[config.mk]
export PLATFORM = sky130hd
export DESIGN_NAME = stepper_sequencer
export DESIGN_NICKNAME = d
export VERILOG_FILES = /design/src/common/stepper_pkg.sv /design/src/design/quarter_sine.sv /design/src/design/serial_config_rx.sv /design/src/design/stepper_sequencer.sv
export SDC_FILE = /design/constraint.sdc
export NUM_CORES = 1
export LEC_CHECK = 0
export BUFFER_PORTS_ARGS = -buffer_cell sky130_fd_sc_hd__buf_2
export CAP_MARGIN = 5
export CORE_ASPECT_RATIO = 1.2
export CORE_UTILIZATION = 30
export CTS_CLUSTER_DIAMETER = 120
export DETAILED_ROUTE_END_ITERATION = 6
export PLACE_DENSITY = 0.47
export SYNTH_ARGS = -nofsm -noshare
export SYNTH_HDL_FRONTEND = slang
export SYNTH_SLANG_ARGS = --single-unit
[constraint.sdc]
create_clock -name sys_clk_i -period 27 [get_ports sys_clk_i]
set_input_delay 2.7 -clock sys_clk_i [delete_from_list [all_inputs] [get_ports sys_clk_i]]
set_output_delay 2.7 -clock sys_clk_i [all_outputs]
set_load 0.01 [all_outputs]
[src/common/stepper_pkg.sv]
// Shared constants, field layouts and decode tables of the micro-step sequencer
package stepper_pkg;

  // ********************************************************
  // Clock and timing
  // ********************************************************
  localparam int CLK_HZ = 40_000_000;
  localparam int CLK_PERIOD_NS = 25;
  localparam int IDLE_SHORT_MS = 520;
  localparam int IDLE_LONG_MS = 1040;
  localparam int IDLE_SHORT_CYCLES = IDLE_SHORT_MS * (CLK_HZ / 1000);
  localparam int IDLE_LONG_CYCLES = IDLE_LONG_MS * (CLK_HZ / 1000);
  localparam int IDLE_CNT_W = 26;
  localparam int CHOP_BASE_NS = 8000;
  localparam int CHOP_BASE_CYCLES = CHOP_BASE_NS / CLK_PERIOD_NS;
  localparam int CHOP_CNT_W = 11;

  // ********************************************************
  // Serial words and register fields
  // ********************************************************
  localparam int WORD_BITS = 8;
  localparam logic [1:0] ADDR_STEP_FAULT = 2'h0;
  localparam logic [1:0] ADDR_CURRENT_TIMEOUT = 2'h1;
  localparam logic [1:0] ADDR_CHOP = 2'h2;
  localparam int RES_LSB = 2;
  localparam int FAULT_SEL_LSB = 6;
  localparam int REF_ATT_LSB = 2;
  localparam int DECAY_LSB = 5;
  localparam int IDLE_SEL_BIT = 7;
  localparam int CHOP_SEL_LSB = 6;
  localparam logic [3:0] RES_RESET = 4'h0;
  localparam logic [2:0] REF_ATT_RESET = 3'h0;
  localparam logic [1:0] CHOP_SEL_RESET = 2'h0;
  localparam logic IDLE_SEL_RESET = 1'b0;

  typedef enum logic [1:0] {
    DECAY_MIXED25 = 2'b00,
    DECAY_MIXED50 = 2'b01,
    DECAY_SLOW = 2'b10,
    DECAY_FAST = 2'b11
  } decay_t;

  typedef enum logic [1:0] {
    FSEL_OVERCURRENT = 2'b00,
    FSEL_NONE = 2'b01,
    FSEL_UNDERVOLT = 2'b10,
    FSEL_THERMAL = 2'b11
  } fault_sel_t;

  typedef enum logic {
    CHOP_CHARGE = 1'b0,
    CHOP_DECAY = 1'b1
  } chop_state_t;

  // Steps in one quarter of the electrical cycle for each resolution code
  function automatic logic [7:0] steps_per_quarter(input logic [3:0] code);
    unique case (code)
      4'h0: steps_per_quarter = 8'h02;
      4'h1: steps_per_quarter = 8'h04;
      4'h2: steps_per_quarter = 8'h08;
      4'h3: steps_per_quarter = 8'h10;
      4'h4: steps_per_quarter = 8'h20;
      4'h5: steps_per_quarter = 8'h40;
      4'h6: steps_per_quarter = 8'h80;
      4'h7: steps_per_quarter = 8'h03;
      4'h8: steps_per_quarter = 8'h06;
      4'h9: steps_per_quarter = 8'h0C;
      4'hA: steps_per_quarter = 8'h24;
      4'hB: steps_per_quarter = 8'h05;
      4'hC: steps_per_quarter = 8'h0A;
      4'hD: steps_per_quarter = 8'h14;
      4'hE: steps_per_quarter = 8'h32;
      4'hF: steps_per_quarter = 8'h64;
    endcase
  endfunction

  // Rounded-up 65536/N, so that n*scale>>8 maps a quarter onto 0..256
  function automatic logic [15:0] angle_scale(input logic [3:0] code);
    unique case (code)
      4'h0: angle_scale = 16'h8000;
      4'h1: angle_scale = 16'h4000;
      4'h2: angle_scale = 16'h2000;
      4'h3: angle_scale = 16'h1000;
      4'h4: angle_scale = 16'h0800;
      4'h5: angle_scale = 16'h0400;
      4'h6: angle_scale = 16'h0200;
      4'h7: angle_scale = 16'h5556;
      4'h8: angle_scale = 16'h2AAB;
      4'h9: angle_scale = 16'h1556;
      4'hA: angle_scale = 16'h071D;
      4'hB: angle_scale = 16'h3334;
      4'hC: angle_scale = 16'h199A;
      4'hD: angle_scale = 16'h0CCD;
      4'hE: angle_scale = 16'h051F;
      4'hF: angle_scale = 16'h0290;
    endcase
  endfunction

  // Reference scale in percent, 100 down to 30 in steps of ten
  function automatic logic [6:0] ref_percent(input logic [2:0] att);
    unique case (att)
      3'h0: ref_percent = 7'h64;
      3'h1: ref_percent = 7'h5A;
      3'h2: ref_percent = 7'h50;
      3'h3: ref_percent = 7'h46;
      3'h4: ref_percent = 7'h3C;
      3'h5: ref_percent = 7'h32;
      3'h6: ref_percent = 7'h28;
      3'h7: ref_percent = 7'h1E;
    endcase
  endfunction

endpackage

[src/design/quarter_sine.sv]
// Quarter-wave sine in percent with a coarse table and linear interpolation
`timescale 1ns/10ps
module quarter_sine (
  input wire logic [8:0] angle_i,
  output logic [6:0] pct_o
);
  // Angle 0..256 spans 0..90 degrees; 33 points keep the table small
  localparam logic [6:0] TABLE [0:32] = '{
    7'd0, 7'd5, 7'd10, 7'd15, 7'd20, 7'd24, 7'd29, 7'd34, 7'd38, 7'd43, 7'd47,
    7'd51, 7'd56, 7'd60, 7'd63, 7'd67, 7'd71, 7'd74, 7'd77, 7'd80, 7'd83, 7'd86,
    7'd88, 7'd90, 7'd92, 7'd94, 7'd96, 7'd97, 7'd98, 7'd99, 7'd100, 7'd100, 7'd100
  };
  wire [5:0] seg = angle_i[8:3];
  wire [5:0] seg_next = (seg == 6'h20) ? seg : seg + 6'h01;
  wire [6:0] low_pt = TABLE[seg];
  wire [6:0] delta = TABLE[seg_next] - low_pt;
  wire [9:0] prod = {3'h0, delta} * {7'h00, angle_i[2:0]};
  assign pct_o = low_pt + prod[9:3];
endmodule

[src/design/serial_config_rx.sv]
// Write-only serial receiver: LSB first, latched on the rising strobe edge
`timescale 1ns/10ps
module serial_config_rx (
  input wire logic sys_clk_i,
  input wire logic rst_n_i,
  input wire logic clear_i,
  input wire logic serial_clk_i,
  input wire logic serial_load_pulse_i,
  input wire logic serial_data_in_i,
  output logic word_valid_o,
  output logic [7:0] word_o
);
  import stepper_pkg::*;

  logic sclk_s1, sclk_s2, sclk_s3;
  logic stb_s1, stb_s2, stb_s3;
  logic dat_s1, dat_s2;
  logic [7:0] shift;
  logic [3:0] bit_cnt;

  wire sclk_rise = sclk_s2 & ~sclk_s3;
  wire stb_rise = stb_s2 & ~stb_s3;
  wire word_full = (bit_cnt == 4'(WORD_BITS));

  // ********************************************************
  // Pin synchronisers
  // ********************************************************
  always_ff @(posedge sys_clk_i) begin
    if (!rst_n_i) begin
      {sclk_s1, sclk_s2, sclk_s3} <= 3'h0;
      {stb_s1, stb_s2, stb_s3} <= 3'h7;
      {dat_s1, dat_s2} <= 2'h0;
    end else begin
      {sclk_s1, sclk_s2, sclk_s3} <= {serial_clk_i, sclk_s1, sclk_s2};
      {stb_s1, stb_s2, stb_s3} <= {serial_load_pulse_i, stb_s1, stb_s2};
      {dat_s1, dat_s2} <= {serial_data_in_i, dat_s1};
    end
  end

  // ********************************************************
  // Shift and latch
  // ********************************************************
  // Shifting right keeps only the last eight bits, whatever the count
  always_ff @(posedge sys_clk_i) begin
    if (!rst_n_i || clear_i) begin
      shift <= 8'h00;
      bit_cnt <= 4'h0;
      word_valid_o <= 1'b0;
      word_o <= 8'h00;
    end else begin
      word_valid_o <= stb_rise && word_full;
      if (stb_rise && word_full) begin
        word_o <= shift;
      end
      if (stb_s2) begin
        bit_cnt <= 4'h0;
      end else if (sclk_rise) begin
        shift <= {dat_s2, shift[7:1]};
        bit_cnt <= word_full ? bit_cnt : bit_cnt + 4'h1;
      end
    end
  end

  property p_latch;
    @(posedge sys_clk_i) disable iff (!rst_n_i || clear_i)
      (stb_rise && word_full) |=> (word_valid_o && word_o == $past(shift));
  endproperty
  a_latch: assert property (p_latch) else $error("strobe rise did not latch word");

  property p_ignore;
    @(posedge sys_clk_i) disable iff (!rst_n_i || clear_i)
      stb_s2 ##1 stb_s2 |-> ($stable(shift) && bit_cnt == 4'h0);
  endproperty
  a_ignore: assert property (p_ignore) else $error("serial clock accepted while strobe high");
endmodule

[src/design/stepper_sequencer.sv]
// Micro-step sequencer with serial configuration, flags and chopping gates
`timescale 1ns/10ps
module stepper_sequencer #(
  parameter int IDLE_SHORT_LIMIT = stepper_pkg::IDLE_SHORT_CYCLES,
  parameter int IDLE_LONG_LIMIT = stepper_pkg::IDLE_LONG_CYCLES
) (
  input wire logic sys_clk_i,
  input wire logic rst_n_i,
  input wire logic sleep_n_in_i,
  input wire logic step_i,
  input wire logic direction_select_i,
  input wire logic serial_clk_i,
  input wire logic serial_load_pulse_i,
  input wire logic serial_data_in_i,
  input wire logic overcurrent_i,
  input wire logic vm_undervoltage_i,
  input wire logic thermal_shutdown_i,
  input wire logic [1:0] current_sense_input_i,
  output logic [3:0] high_side_gate_out_o,
  output logic [3:0] low_side_gate_out_o,
  output logic [6:0] coil1_target_o,
  output logic coil1_negative_o,
  output logic [6:0] coil2_target_o,
  output logic coil2_negative_o,
  output logic [6:0] ref_scale_o,
  output logic origin_indicator_o,
  output logic origin_indicator_oe_o,
  output logic idle_timeout_flag_o,
  output logic idle_timeout_flag_oe_o,
  output logic fault_flag_o,
  output logic fault_flag_oe_o
);
  import stepper_pkg::*;

  // ********************************************************
  // Input synchronisers
  // ********************************************************
  logic sleep_s1, sleep_s2, step_s1, step_s2, step_s3, dir_s1, dir_s2;
  logic [2:0] fault_s1, fault_s2;
  logic [1:0] sense_s1, sense_s2;

  always_ff @(posedge sys_clk_i) begin
    if (!rst_n_i) begin
      {sleep_s1, sleep_s2, step_s1, step_s2, step_s3, dir_s1, dir_s2} <= 7'h00;
      {fault_s1, fault_s2, sense_s1, sense_s2} <= 10'h000;
    end else begin
      {sleep_s1, sleep_s2} <= {sleep_n_in_i, sleep_s1};
      {step_s1, step_s2, step_s3} <= {step_i, step_s1, step_s2};
      {dir_s1, dir_s2} <= {direction_select_i, dir_s1};
      fault_s1 <= {thermal_shutdown_i, vm_undervoltage_i, overcurrent_i};
      fault_s2 <= fault_s1;
      sense_s1 <= current_sense_input_i;
      sense_s2 <= sense_s1;
    end
  end

  wire logic_rst = !rst_n_i || !sleep_s2;
  wire active = !logic_rst;
  wire step_edge = step_s2 & ~step_s3;

  // ********************************************************
  // Serial configuration
  // ********************************************************
  logic word_valid;
  logic [7:0] word;

  serial_config_rx u_rx (
    .sys_clk_i(sys_clk_i),
    .rst_n_i(rst_n_i),
    .clear_i(logic_rst),
    .serial_clk_i(serial_clk_i),
    .serial_load_pulse_i(serial_load_pulse_i),
    .serial_data_in_i(serial_data_in_i),
    .word_valid_o(word_valid),
    .word_o(word)
  );

  logic [3:0] res_pending, res_active;
  logic [1:0] decay_pending;
  decay_t decay_active;
  fault_sel_t fault_sel;
  logic [2:0] ref_att;
  logic idle_sel;
  logic [1:0] chop_sel;

  wire wr_step_fault = word_valid && word[1:0] == ADDR_STEP_FAULT;
  wire wr_cur_time = word_valid && word[1:0] == ADDR_CURRENT_TIMEOUT;
  wire wr_chop = word_valid && word[1:0] == ADDR_CHOP;

  // Registers have no read path; the word is only ever stored
  always_ff @(posedge sys_clk_i) begin
    if (logic_rst) begin
      res_pending <= RES_RESET;
      fault_sel <= FSEL_OVERCURRENT;
      decay_pending <= DECAY_MIXED25;
      ref_att <= REF_ATT_RESET;
      idle_sel <= IDLE_SEL_RESET;
      chop_sel <= CHOP_SEL_RESET;
    end else begin
      if (wr_step_fault) begin
        res_pending <= word[RES_LSB +: 4];
        fault_sel <= fault_sel_t'(word[FAULT_SEL_LSB +: 2]);
      end
      if (wr_cur_time) begin
        ref_att <= word[REF_ATT_LSB +: 3];
        decay_pending <= word[DECAY_LSB +: 2];
        idle_sel <= word[IDLE_SEL_BIT];
      end
      if (wr_chop) begin
        chop_sel <= word[CHOP_SEL_LSB +: 2];
      end
    end
  end

  // ********************************************************
  // Step position
  // ********************************************************
  logic [1:0] quad;
  logic [7:0] pos_n;

  wire [7:0] quarter_steps = steps_per_quarter(res_pending);
  wire [7:0] last_step = quarter_steps - 8'h01;
  wire cw_wrap = pos_n >= last_step;
  wire ccw_wrap = pos_n == 8'h00;
  wire [7:0] next_n_cw = cw_wrap ? 8'h00 : pos_n + 8'h01;
  wire [7:0] next_n_ccw = ccw_wrap ? last_step : (pos_n > last_step ? last_step : pos_n - 8'h01);
  wire [7:0] next_n = dir_s2 ? next_n_ccw : next_n_cw;
  wire [1:0] next_quad = dir_s2 ? (ccw_wrap ? quad - 2'h1 : quad) : (cw_wrap ? quad + 2'h1 : quad);
  wire at_home = quad == 2'h0 && pos_n == 8'h00;

  // Resolution and decay are taken over only at a step edge, so a write
  // between steps never changes the angle of the step being held
  always_ff @(posedge sys_clk_i) begin
    if (logic_rst) begin
      quad <= 2'h0;
      pos_n <= 8'h00;
      res_active <= RES_RESET;
      decay_active <= DECAY_MIXED25;
    end else if (step_edge) begin
      quad <= next_quad;
      pos_n <= next_n;
      res_active <= res_pending;
      decay_active <= decay_t'(decay_pending);
    end
  end

  // ********************************************************
  // Current targets
  // ********************************************************
  wire [23:0] angle_prod = {16'h0000, pos_n} * {8'h00, angle_scale(res_active)};
  wire [8:0] angle_idx = angle_prod[16:8];
  wire [8:0] angle_comp = 9'h100 - angle_idx;
  logic [6:0] sin_pct, cos_pct;

  quarter_sine u_sin (
    .angle_i(angle_idx),
    .pct_o(sin_pct)
  );

  quarter_sine u_cos (
    .angle_i(angle_comp),
    .pct_o(cos_pct)
  );

  wire [6:0] next_ch1 = quad[0] ? sin_pct : cos_pct;
  wire [6:0] next_ch2 = quad[0] ? cos_pct : sin_pct;

  always_ff @(posedge sys_clk_i) begin
    if (logic_rst) begin
      coil1_target_o <= 7'h00;
      coil2_target_o <= 7'h00;
      coil1_negative_o <= 1'b0;
      coil2_negative_o <= 1'b0;
      ref_scale_o <= 7'h00;
      origin_indicator_oe_o <= 1'b0;
    end else begin
      coil1_target_o <= next_ch1;
      coil2_target_o <= next_ch2;
      coil1_negative_o <= quad[1] ^ quad[0];
      coil2_negative_o <= quad[1];
      ref_scale_o <= ref_percent(ref_att);
      origin_indicator_oe_o <= at_home;
    end
  end

  // ********************************************************
  // Idle timeout and fault flag
  // ********************************************************
  logic [IDLE_CNT_W-1:0] idle_cnt;
  wire [IDLE_CNT_W-1:0] idle_limit = idle_sel ? IDLE_CNT_W'(IDLE_LONG_LIMIT) : IDLE_CNT_W'(IDLE_SHORT_LIMIT);
  wire idle_expired = idle_cnt > idle_limit;
  logic fault_pick;

  always_comb begin
    unique case (fault_sel)
      FSEL_OVERCURRENT: fault_pick = fault_s2[0];
      FSEL_NONE: fault_pick = 1'b0;
      FSEL_UNDERVOLT: fault_pick = fault_s2[1];
      FSEL_THERMAL: fault_pick = fault_s2[2];
    endcase
  end

  // Counter saturates just past the selected limit so it never wraps back
  always_ff @(posedge sys_clk_i) begin
    if (logic_rst) begin
      idle_cnt <= '0;
      idle_timeout_flag_oe_o <= 1'b0;
      fault_flag_oe_o <= 1'b0;
    end else begin
      idle_cnt <= step_edge ? '0 : (idle_expired ? idle_cnt : idle_cnt + 1'b1);
      idle_timeout_flag_oe_o <= !step_edge && idle_expired;
      fault_flag_oe_o <= fault_pick;
    end
  end

  assign origin_indicator_o = 1'b0;
  assign idle_timeout_flag_o = 1'b0;
  assign fault_flag_o = 1'b0;

  // ********************************************************
  // Chopping
  // ********************************************************
  logic [CHOP_CNT_W-1:0] chop_cnt;
  wire [CHOP_CNT_W-1:0] chop_period = CHOP_CNT_W'(CHOP_BASE_CYCLES) * ({9'h000, chop_sel} + 11'h001);
  wire chop_wrap = chop_cnt == chop_period - 11'h001;
  wire [CHOP_CNT_W-1:0] slow_end = (decay_active == DECAY_MIXED25) ? chop_period - (chop_period >> 2)
                                                                   : chop_period >> 1;
  wire mixed = decay_active == DECAY_MIXED25 || decay_active == DECAY_MIXED50;
  wire fast_now = decay_active == DECAY_FAST || (mixed && chop_cnt >= slow_end);
  // Protection cuts the bridge regardless of which fault the flag shows
  wire drive_ok = active && fault_s2 == 3'h0;

  always_ff @(posedge sys_clk_i) begin
    if (logic_rst) begin
      chop_cnt <= '0;
    end else begin
      chop_cnt <= chop_wrap ? '0 : chop_cnt + 11'h001;
    end
  end

  wire [6:0] mag [2];
  wire neg [2];
  assign mag[0] = coil1_target_o;
  assign mag[1] = coil2_target_o;
  assign neg[0] = coil1_negative_o;
  assign neg[1] = coil2_negative_o;

  for (genvar c = 0; c < 2; c++) begin : g_chan
    chop_state_t state;
    logic [1:0] hs, ls;
    // Index 0 is the A side, index 1 the B side of the coil
    wire [1:0] charge_hs = neg[c] ? 2'b10 : 2'b01;
    wire [1:0] charge_ls = neg[c] ? 2'b01 : 2'b10;
    wire [1:0] next_hs = (state == CHOP_CHARGE) ? charge_hs : (fast_now ? charge_ls : 2'b00);
    wire [1:0] next_ls = (state == CHOP_CHARGE) ? charge_ls : (fast_now ? charge_hs : 2'b11);

    always_ff @(posedge sys_clk_i) begin
      if (logic_rst) begin
        state <= CHOP_CHARGE;
        hs <= 2'b00;
        ls <= 2'b00;
      end else begin
        if (chop_wrap) begin
          state <= CHOP_CHARGE;
        end else if (state == CHOP_CHARGE && sense_s2[c]) begin
          state <= CHOP_DECAY;
        end
        hs <= (drive_ok && mag[c] != 7'h00) ? next_hs : 2'b00;
        ls <= (drive_ok && mag[c] != 7'h00) ? next_ls : 2'b00;
      end
    end
    assign high_side_gate_out_o[2*c +: 2] = hs;
    assign low_side_gate_out_o[2*c +: 2] = ls;
  end

  // ********************************************************
  // Checks
  // ********************************************************
  property p_home;
    @(posedge sys_clk_i) disable iff (!rst_n_i) active |=> (origin_indicator_oe_o == $past(at_home));
  endproperty
  a_home: assert property (p_home) else $error("origin indicator does not follow home");

  property p_hold;
    @(posedge sys_clk_i) disable iff (!rst_n_i) (active && !step_edge) ##1 active |-> ($stable(pos_n) && $stable(quad));
  endproperty
  a_hold: assert property (p_hold) else $error("position moved without step edge");

  property p_cw;
    @(posedge sys_clk_i) disable iff (!rst_n_i)
      (active && step_edge && !dir_s2 && !cw_wrap) ##1 active |-> (pos_n == $past(pos_n) + 8'h01);
  endproperty
  a_cw: assert property (p_cw) else $error("clockwise step did not advance");

  property p_ccw;
    @(posedge sys_clk_i) disable iff (!rst_n_i)
      (active && step_edge && dir_s2 && !ccw_wrap && pos_n <= last_step) ##1 active |-> (pos_n == $past(pos_n) - 8'h01);
  endproperty
  a_ccw: assert property (p_ccw) else $error("counter-clockwise step did not retreat");

  property p_wrap;
    @(posedge sys_clk_i) disable iff (!rst_n_i)
      (active && step_edge && !dir_s2 && cw_wrap) ##1 active |-> (pos_n == 8'h00 && quad == $past(quad) + 2'h1);
  endproperty
  a_wrap: assert property (p_wrap) else $error("quadrant wrap wrong");

  property p_standby;
    @(posedge sys_clk_i) disable iff (!rst_n_i)
      !active |=> (at_home && high_side_gate_out_o == 4'h0 && low_side_gate_out_o == 4'h0);
  endproperty
  a_standby: assert property (p_standby) else $error("standby left gates or position");

  property p_fault_cut;
    @(posedge sys_clk_i) disable iff (!rst_n_i)
      (fault_s2 != 3'h0) |=> (high_side_gate_out_o == 4'h0 && low_side_gate_out_o == 4'h0);
  endproperty
  a_fault_cut: assert property (p_fault_cut) else $error("gates driven during fault");

  property p_idle;
    @(posedge sys_clk_i) disable iff (!rst_n_i) (active && !step_edge && idle_expired) |=> idle_timeout_flag_oe_o;
  endproperty
  a_idle: assert property (p_idle) else $error("idle flag not raised after timeout");

  property p_idle_clear;
    @(posedge sys_clk_i) disable iff (!rst_n_i) step_edge |=> !idle_timeout_flag_oe_o;
  endproperty
  a_idle_clear: assert property (p_idle_clear) else $error("idle flag held after step");

  property p_fault_none;
    @(posedge sys_clk_i) disable iff (!rst_n_i) (fault_sel == FSEL_NONE) |=> !fault_flag_oe_o;
  endproperty
  a_fault_none: assert property (p_fault_none) else $error("fault flag with none selected");

  property p_res_defer;
    @(posedge sys_clk_i) disable iff (!rst_n_i) (active && !step_edge) ##1 active |-> $stable(res_active);
  endproperty
  a_res_defer: assert property (p_res_defer) else $error("resolution changed without step");
endmodule

[Yosys cells after proc, flatten, opt, wreduce, memory -nomap -nowiden]
Memories as Yosys holds them, arrays and structs flattened. A register that Yosys moved wholly into a read port is not among the register bits.
Index checks and enable logic that the tools add are counted.
Cells by class
  add/subtract/negate cells: 18
  multipliers: 4
  magnitude comparators: 8
  equality and inequality tests: 12
  multiplexer cells: 38
  bitwise gates (word level): 17
  reductions and logical operators: 37
Operators by type and width (count)
  7-bit 2-to-1 mux: 10
  8-bit 2-to-1 mux: 4
  2-bit 2-to-1 mux: 15
  7-bit greater-or-equal comparator (second input constant): 4
  6-bit NOT with 7-bit output: 4
  26-bit by 1-bit adder with 26-bit output (second input constant): 1
  26-bit greater-than comparator: 1
  26-bit 2-to-1 mux: 1
  7-bit by 3-bit multiplier with 10-bit output: 2
  8-bit by 16-bit multiplier with 17-bit output: 1
  4-bit 2-to-1 mux: 4
  8-bit by 1-bit subtractor with 8-bit output (second input constant): 2
  7-bit adder: 2
  7-bit nonzero test: 2
  7-bit subtractor: 2
  6-bit by 1-bit adder with 6-bit output (second input constant): 2
  6-bit == test (second input constant): 2
  1-bit logical AND: 12
  6-bit 2-to-1 mux: 2
  11-bit by 1-bit adder with 11-bit output (second input constant): 1
  11-bit == test: 1
  11-bit greater-or-equal comparator: 1
  11-bit 2-to-1 mux: 1
  11-bit by 1-bit subtractor with 11-bit output (second input constant): 1
  27 further kinds: 56
Storage, ports and cells
  flip-flop bits (word level): 149
  bits in read-only memories: 2224
  input port bits: 13
  memories: 7
Memory list
  (no name shown): words 64, bits a word 7, rd ports 1, clocked after Yosys merged registers in 0, wr ports 0, RTL line quarter_sine.sv:16  | wire [6:0] delta = TABLE[seg_next] - low_pt;
  (no name shown): words 64, bits a word 7, rd ports 1, clocked after Yosys merged registers in 0, wr ports 0, RTL line quarter_sine.sv:15  | wire [6:0] low_pt = TABLE[seg];
  (no name shown): words 64, bits a word 7, rd ports 1, clocked after Yosys merged registers in 0, wr ports 0, RTL line quarter_sine.sv:15
  (no name shown): words 64, bits a word 7, rd ports 1, clocked after Yosys merged registers in 0, wr ports 0, RTL line quarter_sine.sv:16
  (no name shown): words 16, bits a word 16, rd ports 1, clocked after Yosys merged registers in 1, wr ports 0, RTL line stepper_pkg.sv:79  | unique case (code)
  (no name shown): words 16, bits a word 8, rd ports 1, clocked after Yosys merged registers in 1, wr ports 0, RTL line stepper_pkg.sv:57  | unique case (code)
  1 more memories

[Depth between registers and ports, before layout]
Gate-level depths: netlist of the first run.
  word-level depth: 12
  mapped depth: 56
  mapped depth without buffers: 53

[Modules after synthesis]
A second synthesis of the first run with hierarchy kept.
Unflattened totals
  cell total of the unflattened synthesis: 1920
  area total of the unflattened synthesis: 15884.0 um^2
By module, submodules not included
  stepper_sequencer: instances 1, cells each 1158, area each 10133.5 um^2, sequential area each 2862.7 um^2
  quarter_sine (u_sin): instances 1, cells each 317, area each 2341.0 um^2, sequential area each 0.0 um^2
  quarter_sine (u_cos): instances 1, cells each 325, area each 2307.2 um^2, sequential area each 0.0 um^2
  serial_config_rx: instances 1, cells each 120, area each 1102.3 um^2, sequential area each 580.6 um^2

[Least setup slack after synthesis of the first run]
No wires, ideal clock.
  path type: reg-to-reg
  start point: register pos_n[2]
  end point: register coil1_target_o[6]
  library setup time: 0.137 ns
  arrival: 11.442 ns
  data required time: 26.863 ns
  path slack: 15.421 ns
  cell stages (with the launch flop): 53
  path buffers: 4
  period minus slack after synthesis: 11.579 ns
  cells stage by stage: dfxtp_1 -> clkbuf_1 -> clkbuf_1 -> nand2_1 -> fa_1 -> fa_1 -> inv_1 -> fa_1 -> inv_1 -> fa_1 -> inv_1 -> ha_1 -> a2111oi_4 -> o21ai_2 -> a311o_1 -> a21oi_1 -> xor2_1 -> ha_1 -> (+17 left out) -> o21ai_0 -> nand2b_1 -> xor2_1 -> nand2_1 -> fa_1 -> inv_1 -> ha_1 -> nand2_1 -> o31ai_1 -> xor2_1 -> ha_1 -> a21o_1 -> a21oi_1 -> o21bai_1 -> a21oi_1 -> xor3_1 -> o21ai_1 -> a21oi_1
Between the ends
  longest elaborated chain between the ends: 12
  elaborated cells on any way between the ends: 31
  classes of those cells: add/sub: 7; mul: 3; eq/ne: 2; mux: 11; bitwise: 4; memory: 4
RTL lines
  start: declaration: RTL line stepper_sequencer.sv:119  | logic [7:0] pos_n;
  start signal: assignment: RTL line stepper_sequencer.sv:141  | pos_n <= next_n;
  8-bit by 16-bit multiplier with 17-bit output (*): RTL line stepper_sequencer.sv:150  | wire [23:0] angle_prod = {16'h0000, pos_n} * {8'h00, angle_scale(res_active)};
  9-bit subtractor: RTL line stepper_sequencer.sv:152  | wire [8:0] angle_comp = 9'h100 - angle_idx;
  6-bit by 1-bit adder with 6-bit output / 6-bit == test (equally long branches): RTL line quarter_sine.sv:14  | wire [5:0] seg_next = (seg == 6'h20) ? seg : seg + 6'h01;
  6-bit 2-to-1 mux: RTL line quarter_sine.sv:14
  6-bit NOT with 7-bit output (not written as such): RTL line quarter_sine.sv:16
  memory 64 x 7 bit
  7-bit 2-to-1 mux (not written as such) (2 in a row): RTL line quarter_sine.sv:16
  7-bit subtractor: RTL line quarter_sine.sv:16
  7-bit by 3-bit multiplier with 10-bit output: RTL line quarter_sine.sv:17  | wire [9:0] prod = {3'h0, delta} * {7'h00, angle_i[2:0]};
  7-bit adder: RTL line quarter_sine.sv:18  | assign pct_o = low_pt + prod[9:3];
  7-bit 2-to-1 mux (*): RTL line stepper_sequencer.sv:165  | wire [6:0] next_ch1 = quad[0] ? sin_pct : cos_pct;
  end signal: assignment: RTL line stepper_sequencer.sv:177  | coil1_target_o <= next_ch1;
  end: declaration: RTL line stepper_sequencer.sv:21  | output logic [6:0] coil1_target_o,
Every way passes the cells marked *; elsewhere a longest branch is shown, timed or not. The select of a mux whose other input is x is not followed.
A chain may end at the register's enable or synchronous reset.

[Worst setup path in the final report of the first run]
  start point: register pos_n[6]
  end point: register coil2_target_o[6]
Between the ends
  longest elaborated chain between the ends: 12
  elaborated cells on any way between the ends: 31
  classes of those cells: add/sub: 7; mul: 3; eq/ne: 2; mux: 11; bitwise: 4; memory: 4
RTL lines
  8-bit by 16-bit multiplier with 17-bit output (*): RTL line stepper_sequencer.sv:150
  9-bit subtractor: RTL line stepper_sequencer.sv:152
  6-bit by 1-bit adder with 6-bit output / 6-bit == test (equally long branches): RTL line quarter_sine.sv:14
  6-bit 2-to-1 mux: RTL line quarter_sine.sv:14
  6-bit NOT with 7-bit output (not written as such): RTL line quarter_sine.sv:16
  memory 64 x 7 bit
  7-bit 2-to-1 mux (not written as such) (2 in a row): RTL line quarter_sine.sv:16
  7-bit subtractor: RTL line quarter_sine.sv:16
  7-bit by 3-bit multiplier with 10-bit output: RTL line quarter_sine.sv:17
  7-bit adder: RTL line quarter_sine.sv:18
  7-bit 2-to-1 mux (*): RTL line stepper_sequencer.sv:166  | wire [6:0] next_ch2 = quad[0] ? cos_pct : sin_pct;
  end signal: assignment: RTL line stepper_sequencer.sv:178  | coil2_target_o <= next_ch2;
  end: declaration: RTL line stepper_sequencer.sv:23  | output logic [6:0] coil2_target_o,
Marks and branches as above.

==> results.yml, run 1 <==
clock_tree:
  cts_root_buf: "clkbuf_16"
  cts-resized-gates: 0
  clock_latency_ns: 0.43
  clockBufferDepth: 2
  h-tree-depth: 4
  cts_inserted_buffers: 17
  cts_setup_buffers: 0
  cts_tree: "done"
  cts_sinks: 172
  clk_pin_slew_ns: 0.07
  cts_hold_buf: 0
place:
  place_area_sq_um: 15900
  routabilityCongestion: 0.843
  hpwl_microns: 28200
  portBuffers: 45
layout:
  final_nets: 2035
  syn_to_final_growth_pct: 9.48
  final_cell_mix: "174 x nor2_1, 172 x dfxtp_1, 157 x inv_1"
  final_common_cell: "nor2_1"
  drive_gt1_frac: 0.0756
  design_area_sq_um: 16500
  diodes: 0
worst_setup_path:
  slowest_stage: "dfxtp_1"
  critPathRequiredTime_ns: 27.30
  setup.worst_path.end_class: "flop"
  path_common_cell: "fa_1"
  crit_path_start_kind: "flop"
  worstPathArrival_ns: 12.98
  crit_fanout: 18
  max_stage_delay_ns: 0.76
  criticalPathCategory: "flop to flop"
sta:
  slew_headroom: 0.206
  max_clock_freq_mhz: 78.9
  slew_viol_final: 0
  fin_tns_setup_ns: 0
  finClkSkew_ns: 0.0108
  fin_crit_ns: 12.68
  worst_pin_slew_ns: 1.18
  fin_crit_sh: 0.470
  hold_viol_final: 0
  rsz0062_at_grt: "false"
  setup_viol: 0
yosys:
  synth_top_cell_by_area: "dfxtp_1"
  synthFlopType: "dfxtp_1"
  ys_seq_elements: 172
  syn-cell-area_sq_um: 15100
  ys_types: 90
  yosys-top-cells-area: "dfxtp_1 23%, ha_1 13%, fa_1 11%"
  synth_warnings: 0
  seq_area_frac_synth: 0.228
  synth_edf_count: 0
  postSynthCellCount: 1780
  async_reset_ff_frac: 0
  avgSynthCellArea_sq_um: 8.47
  synth_top_area_frac: 0.228
global_route:
  grt_start_max_net_pins: 69
  grt_pass1_vias: 11871
  track_usage: 0.146
  grt_overflow: 0
  antenna_found_initial: 0
  grt_pass1_wl_microns: 60500
routing:
  ant_nets: 0
  drt-met1-wl_microns: 16700
  met2WireLength_microns: 17800
  routed_wl_microns: 36200
  drt-initial-drc-count: 722
  wl_met3_microns: 814
  dr.pass1.iters: 7
  top_layer_used: "met4"
  viasPerCell: 4.82
  drc: 2
  routedWlPerCell_microns: 14.8
  vias: 11734
pwr:
  clock_power_share: 0.479
  comb_power_share: 0.025
  power.leakage_nw: 7.14
  power.density_nw_per_um2: 31.3
  power_switching_share: 0.223
  pwr-share-seq: 0.497
  intPower_mw: 0.402
  power_mw: 0.517
  switchingPower_mw: 0.115
  peakVddDrop_mv: 0.0472
job:
  drv_cap: 0
die:
  initial_core_util: 0.305
  floorplan.rows: 89
  ios: 50
  fp.dieArea_sq_um: 51100
  fp.dieH_microns: 248
  core_sq_um: 49300
  die_w_microns: 207
hold_path:
  hp-class: "flop to flop"
run_status:
  status: "finished, violations left"
  violations: "DRC"
-- power groups by stage --
stage | Clock (mW) | Combinational, mW | Sequential (mW)
after global routing | 0.267 | 0.0143 | 0.257
after CTS | 0.256 | 0.0131 | 0.257
after global placement | 0 | 0.0130 | 0.263
final | 0.248 | 0.0128 | 0.257
after floorplan | 0 | 0.00943 | 0.262
after detailed placement | 0 | 0.0130 | 0.263
-- cells by family (layout without fill, tap and decap cells) --
logic type / count (synthesis) / count (layout) / share of synthesized area
and+or+nand+nor: 632 / 632 / 0.211
AOI/OAI and AO/OA: 306 / 306 / 0.132
buffers and inverters: 237 / 253 / 0.0618
adders and majority gates: 236 / 236 / 0.236
DFF: 172 / 172 / 0.228
xor gates and xnor gates: 135 / 135 / 0.0864
muxes: 61 / 61 / 0.0434
other: 1 / 4 / 0.000249
-- cell type report --
type	count	area, sq um
Sequential cell	172	3440
Tap cell	637	797
Clock buffer	20	447
Inverter	162	608
Multi-Input combinational cell	1374	10700
Timing Repair Buffer	59	330
Clock inverter	12	156
Fill cell	5226	32800
-- synth_stat cells (15+ instances only) --
| cell type | instances |
|---|---|
| a21oi_1 | 102 |
| a211oi_1 | 20 |
| nor3_1 | 24 |
| inv_1 | 157 |
| nor2b_1 | 21 |
| xnor2_1 | 75 |
| and2_1 | 114 |
| nand3_1 | 32 |
| nand2b_1 | 24 |
| nand2_1 | 151 |
| ha_1 | 155 |
| mux2i_1 | 53 |
| and3_1 | 15 |
| a21o_1 | 24 |
| dfxtp_1 | 172 |
| xor2_1 | 48 |
| o21ai_0 | 69 |
| fa_1 | 81 |
| nor2_1 | 174 |
| clkbuf_1 | 50 |
-- worst max-delay path, delay by kind of cell (launching register included) --
| kind | cells | cell delay [ns] |
|---|---|---|
| DFF | 1 | 0.76 |
| adders and majority gates | 12 | 4.99 |
| and+or+nand+nor | 9 | 1.76 |
| buffers and inverters | 6 | 0.38 |
| xor gates and xnor gates | 4 | 1.60 |
| AOI/OAI and AO/OA | 13 | 3.01 |
-- through the flow --
| step | util | setup slack [ns] | cells | hold WS, ns |
|---|---|---|---|---|
| floorplan | - | 15.42 | 1783 | 0.386 |
| global placement | 0.322 | 14.61 | 2404 | 0.393 |
| detailed placement | 0.322 | 14.40 | 2404 | 0.395 |
| CTS | 0.334 | 14.37 | 2436 | 0.402 |
| global route | 0.334 | 13.42 | 2436 | 0.444 |
| finish | 0.334 | 14.32 | 2436 | 0.403 |
-- metal layers --
layer,up-vias,GRT usage
met5,-,0
met4,0,0.0517
met3,46,0.0163
met2,156,0.255
met1,5579,0.185
li1,5953,-
-- sequential cells by signal, summed over array words and instances, names as in the netlist, 3 cells and up, named ones only --
name,cells
idle_cnt,26
chop_cnt,11
pos_n,8
quarter_steps,8
u_rx.shift,8
u_rx.word_o,8
coil1_target_o,7
coil2_target_o,7
ref_scale_o,6
g_chan.hs,4
g_chan.ls,4
res_active,4
res_pending,4
u_rx.bit_cnt,4
fault_s1,3
fault_s2,3
ref_att,3
-- path summary, 6_finish.rpt --
kind | slack [ns] | cells past startpoint | start | to
worst min register to register | 0.40 | 1 | u_rx.stb_s1 | u_rx.stb_s2
worst min-delay path | 0.40 | 1 | u_rx.stb_s1 | u_rx.stb_s2
worst max-delay path | 14.32 | 44 | pos_n[6] | coil2_target_o[6]
worst max register to register | 14.32 | 44 | pos_n[6] | coil2_target_o[6]
Power figures use the tool's default switching activity.
==> run 2: changes to the inputs <==
==> constraint.sdc (replaced) <==
create_clock -name sys_clk_i -period 11.97 [get_ports sys_clk_i]
set_input_delay 1.197 -clock sys_clk_i [delete_from_list [all_inputs] [get_ports sys_clk_i]]
set_output_delay 1.197 -clock sys_clk_i [all_outputs]
set_load 0.01 [all_outputs]
==> results.yml, run 2 (synthesized netlist as in run 1, its figures left out) <==
worst_setup_path:
  criticalPathCategory: "flop to flop"
  setup.worst_path.end_class: "flop"
  crit_path_start_kind: "flop"
  path_buf_inv: 9
  max_stage_delay_ns: 0.53
  cp.depth: 48
  path_common_cell: "fa_1"
  critPathRequiredTime_ns: 12.28
  slowest_stage: "fa_1"
  path_delay_family: "adder cells"
  r2r_cells: 48
  crit_fanout: 17
  worstPathArrival_ns: 11.63
routing:
  routed_wl_microns: 36600
  dr.pass1.iters: 7
  drt-initial-drc-count: 726
  viasPerCell: 4.81
  ant_nets: 0
  drc: 2
  vias: 11828
  routedWlPerCell_microns: 14.9
run_status:
  violations: "DRC"
  status: "finished, violations left"
job:
  drv_cap: 0
global_route:
  grt_pass1_vias: 11588
  antenna_found_initial: 0
  track_usage: 0.146
  grt_pass1_wl_microns: 60200
  grt_start_max_net_pins: 69
  grt_overflow: 0
hold_path:
  holdPathStages: 1
  hp-class: "flop to flop"
pwr:
  power.leakage_nw: 7.28
  power.density_nw_per_um2: 69.3
  peakVddDrop_mv: 0.0999
sta:
  worst_pin_slew_ns: 1.14
  fin_crit_ns: 11.32
  hold_viol_final: 0
  fin_tns_setup_ns: 0
  slew_viol_final: 0
  finClkSkew_ns: 0.0114
  setup_viol: 0
  fin_crit_sh: 0.946
  slew_headroom: 0.229
  max_clock_freq_mhz: 88.3
die:
  floorplan.rows: 89
  ios: 50
  initial_core_util: 0.305
  core_sq_um: 49300
  fp.dieH_microns: 248
  fp.dieArea_sq_um: 51100
  die_w_microns: 207
layout:
  finalNonFillerCells: 2457
  num-fill-cells: 5195
  post-route-util: 0.339
  diodes: 0
  multi_input_area_sq_um: 10800
  design_area_sq_um: 16700
  regMostFlops: "idle_cnt"
  drive_gt1_frac: 0.0973
  final_nets: 2056
  largest_reg_flops: 26
  final_cell_mix: "174 x nor2_1, 167 x dfxtp_1, 155 x inv_1"
  regArea_sq_um: 3450
  syn_to_final_growth_pct: 11.0
  top_regs: "idle_cnt: 26 flops, chop_cnt: 11 flops"
  final_common_cell: "nor2_1"
clock_tree:
  cts_inserted_buffers: 17
  cts_sinks: 172
  clockBufferDepth: 2
  h-tree-depth: 4
  clk_pin_slew_ns: 0.07
  cts_tree: "done"
  clock_latency_ns: 0.44
  cts_root_buf: "clkbuf_16"
place:
  routabilityCongestion: 0.878
  place_area_sq_um: 16000
  hpwl_microns: 28600
  portBuffers: 45
  dp_cells: 2419
run 2: final timing paths:
kind                            slack [ns]                 to        start
worst max register to register        0.65  coil1_target_o[6]     pos_n[2]
worst max-delay path                  0.65  coil1_target_o[6]     pos_n[2]
worst min register to register        0.41        u_rx.stb_s2  u_rx.stb_s1
worst min-delay path                  0.41        u_rx.stb_s2  u_rx.stb_s1
run 2: report_power, final:
part	switching, mW	leakage, nW	internal [mW]
combinational	0.0180	5.60	0.0112
sequential	0.00289	1.39	0.577
clock	0.251	0.283	0.300
run 2: worst reg2reg max path: cells and delay by family, from the launching register on:
family	cells	cell delay (ns)
flip-flops	1	0.50
XOR/XNOR	6	1.18
AND/OR/NAND/NOR	7	1.10
AO/OA/AOI/OAI	13	2.54
adder cells (fa/ha/maj)	12	4.78
buffers and inverters	9	0.97
multiplexers	1	0.10
run 2: timing repair:
item                       in CTS  in global routing
setup endpoints to repair       0                  8
gates resized for setup         0                 22
buffers inserted                0                  6
hold buffers                    0                  0
run 2: metal layers:
| layer | global-route usage | vias to the layer above | wire, microns | share of wire |
|---|---|---|---|---|
| li1 | - | 5997 | - | - |
| met1 | 0.188 | 5629 | 17400 | 0.48 |
| met2 | 0.253 | 158 | 17800 | 0.49 |
| met3 | 0.0139 | 44 | 665 | 0.018 |
| met4 | 0.0474 | 0 | 729 | 0.020 |
| met5 | 0 | - | 0 | 0 |
run 2: final cells by class:
cell class | count | share of cell area
Timing Repair Buffer | 80 | 0.0294
Clock buffer | 18 | 0.0262
Clock inverter | 14 | 0.00912
Inverter | 162 | 0.0366
Multi-Input combinational cell | 1374 | 0.645
Sequential cell | 172 | 0.206
Tap cell | 637 | 0.0476
run 2: through the flow:
stage	power (mW)	hold slack, ns	setup slack (ns)
2_1_floorplan	0.613	0.386	0.391
3_3_place_gp	0.622	0.389	0.511
3_5_place_dp	0.622	0.394	0.314
4_1_cts	1.18	0.410	0.279
5_1_grt	1.20	0.435	-0.000395
6_report	1.16	0.407	0.650
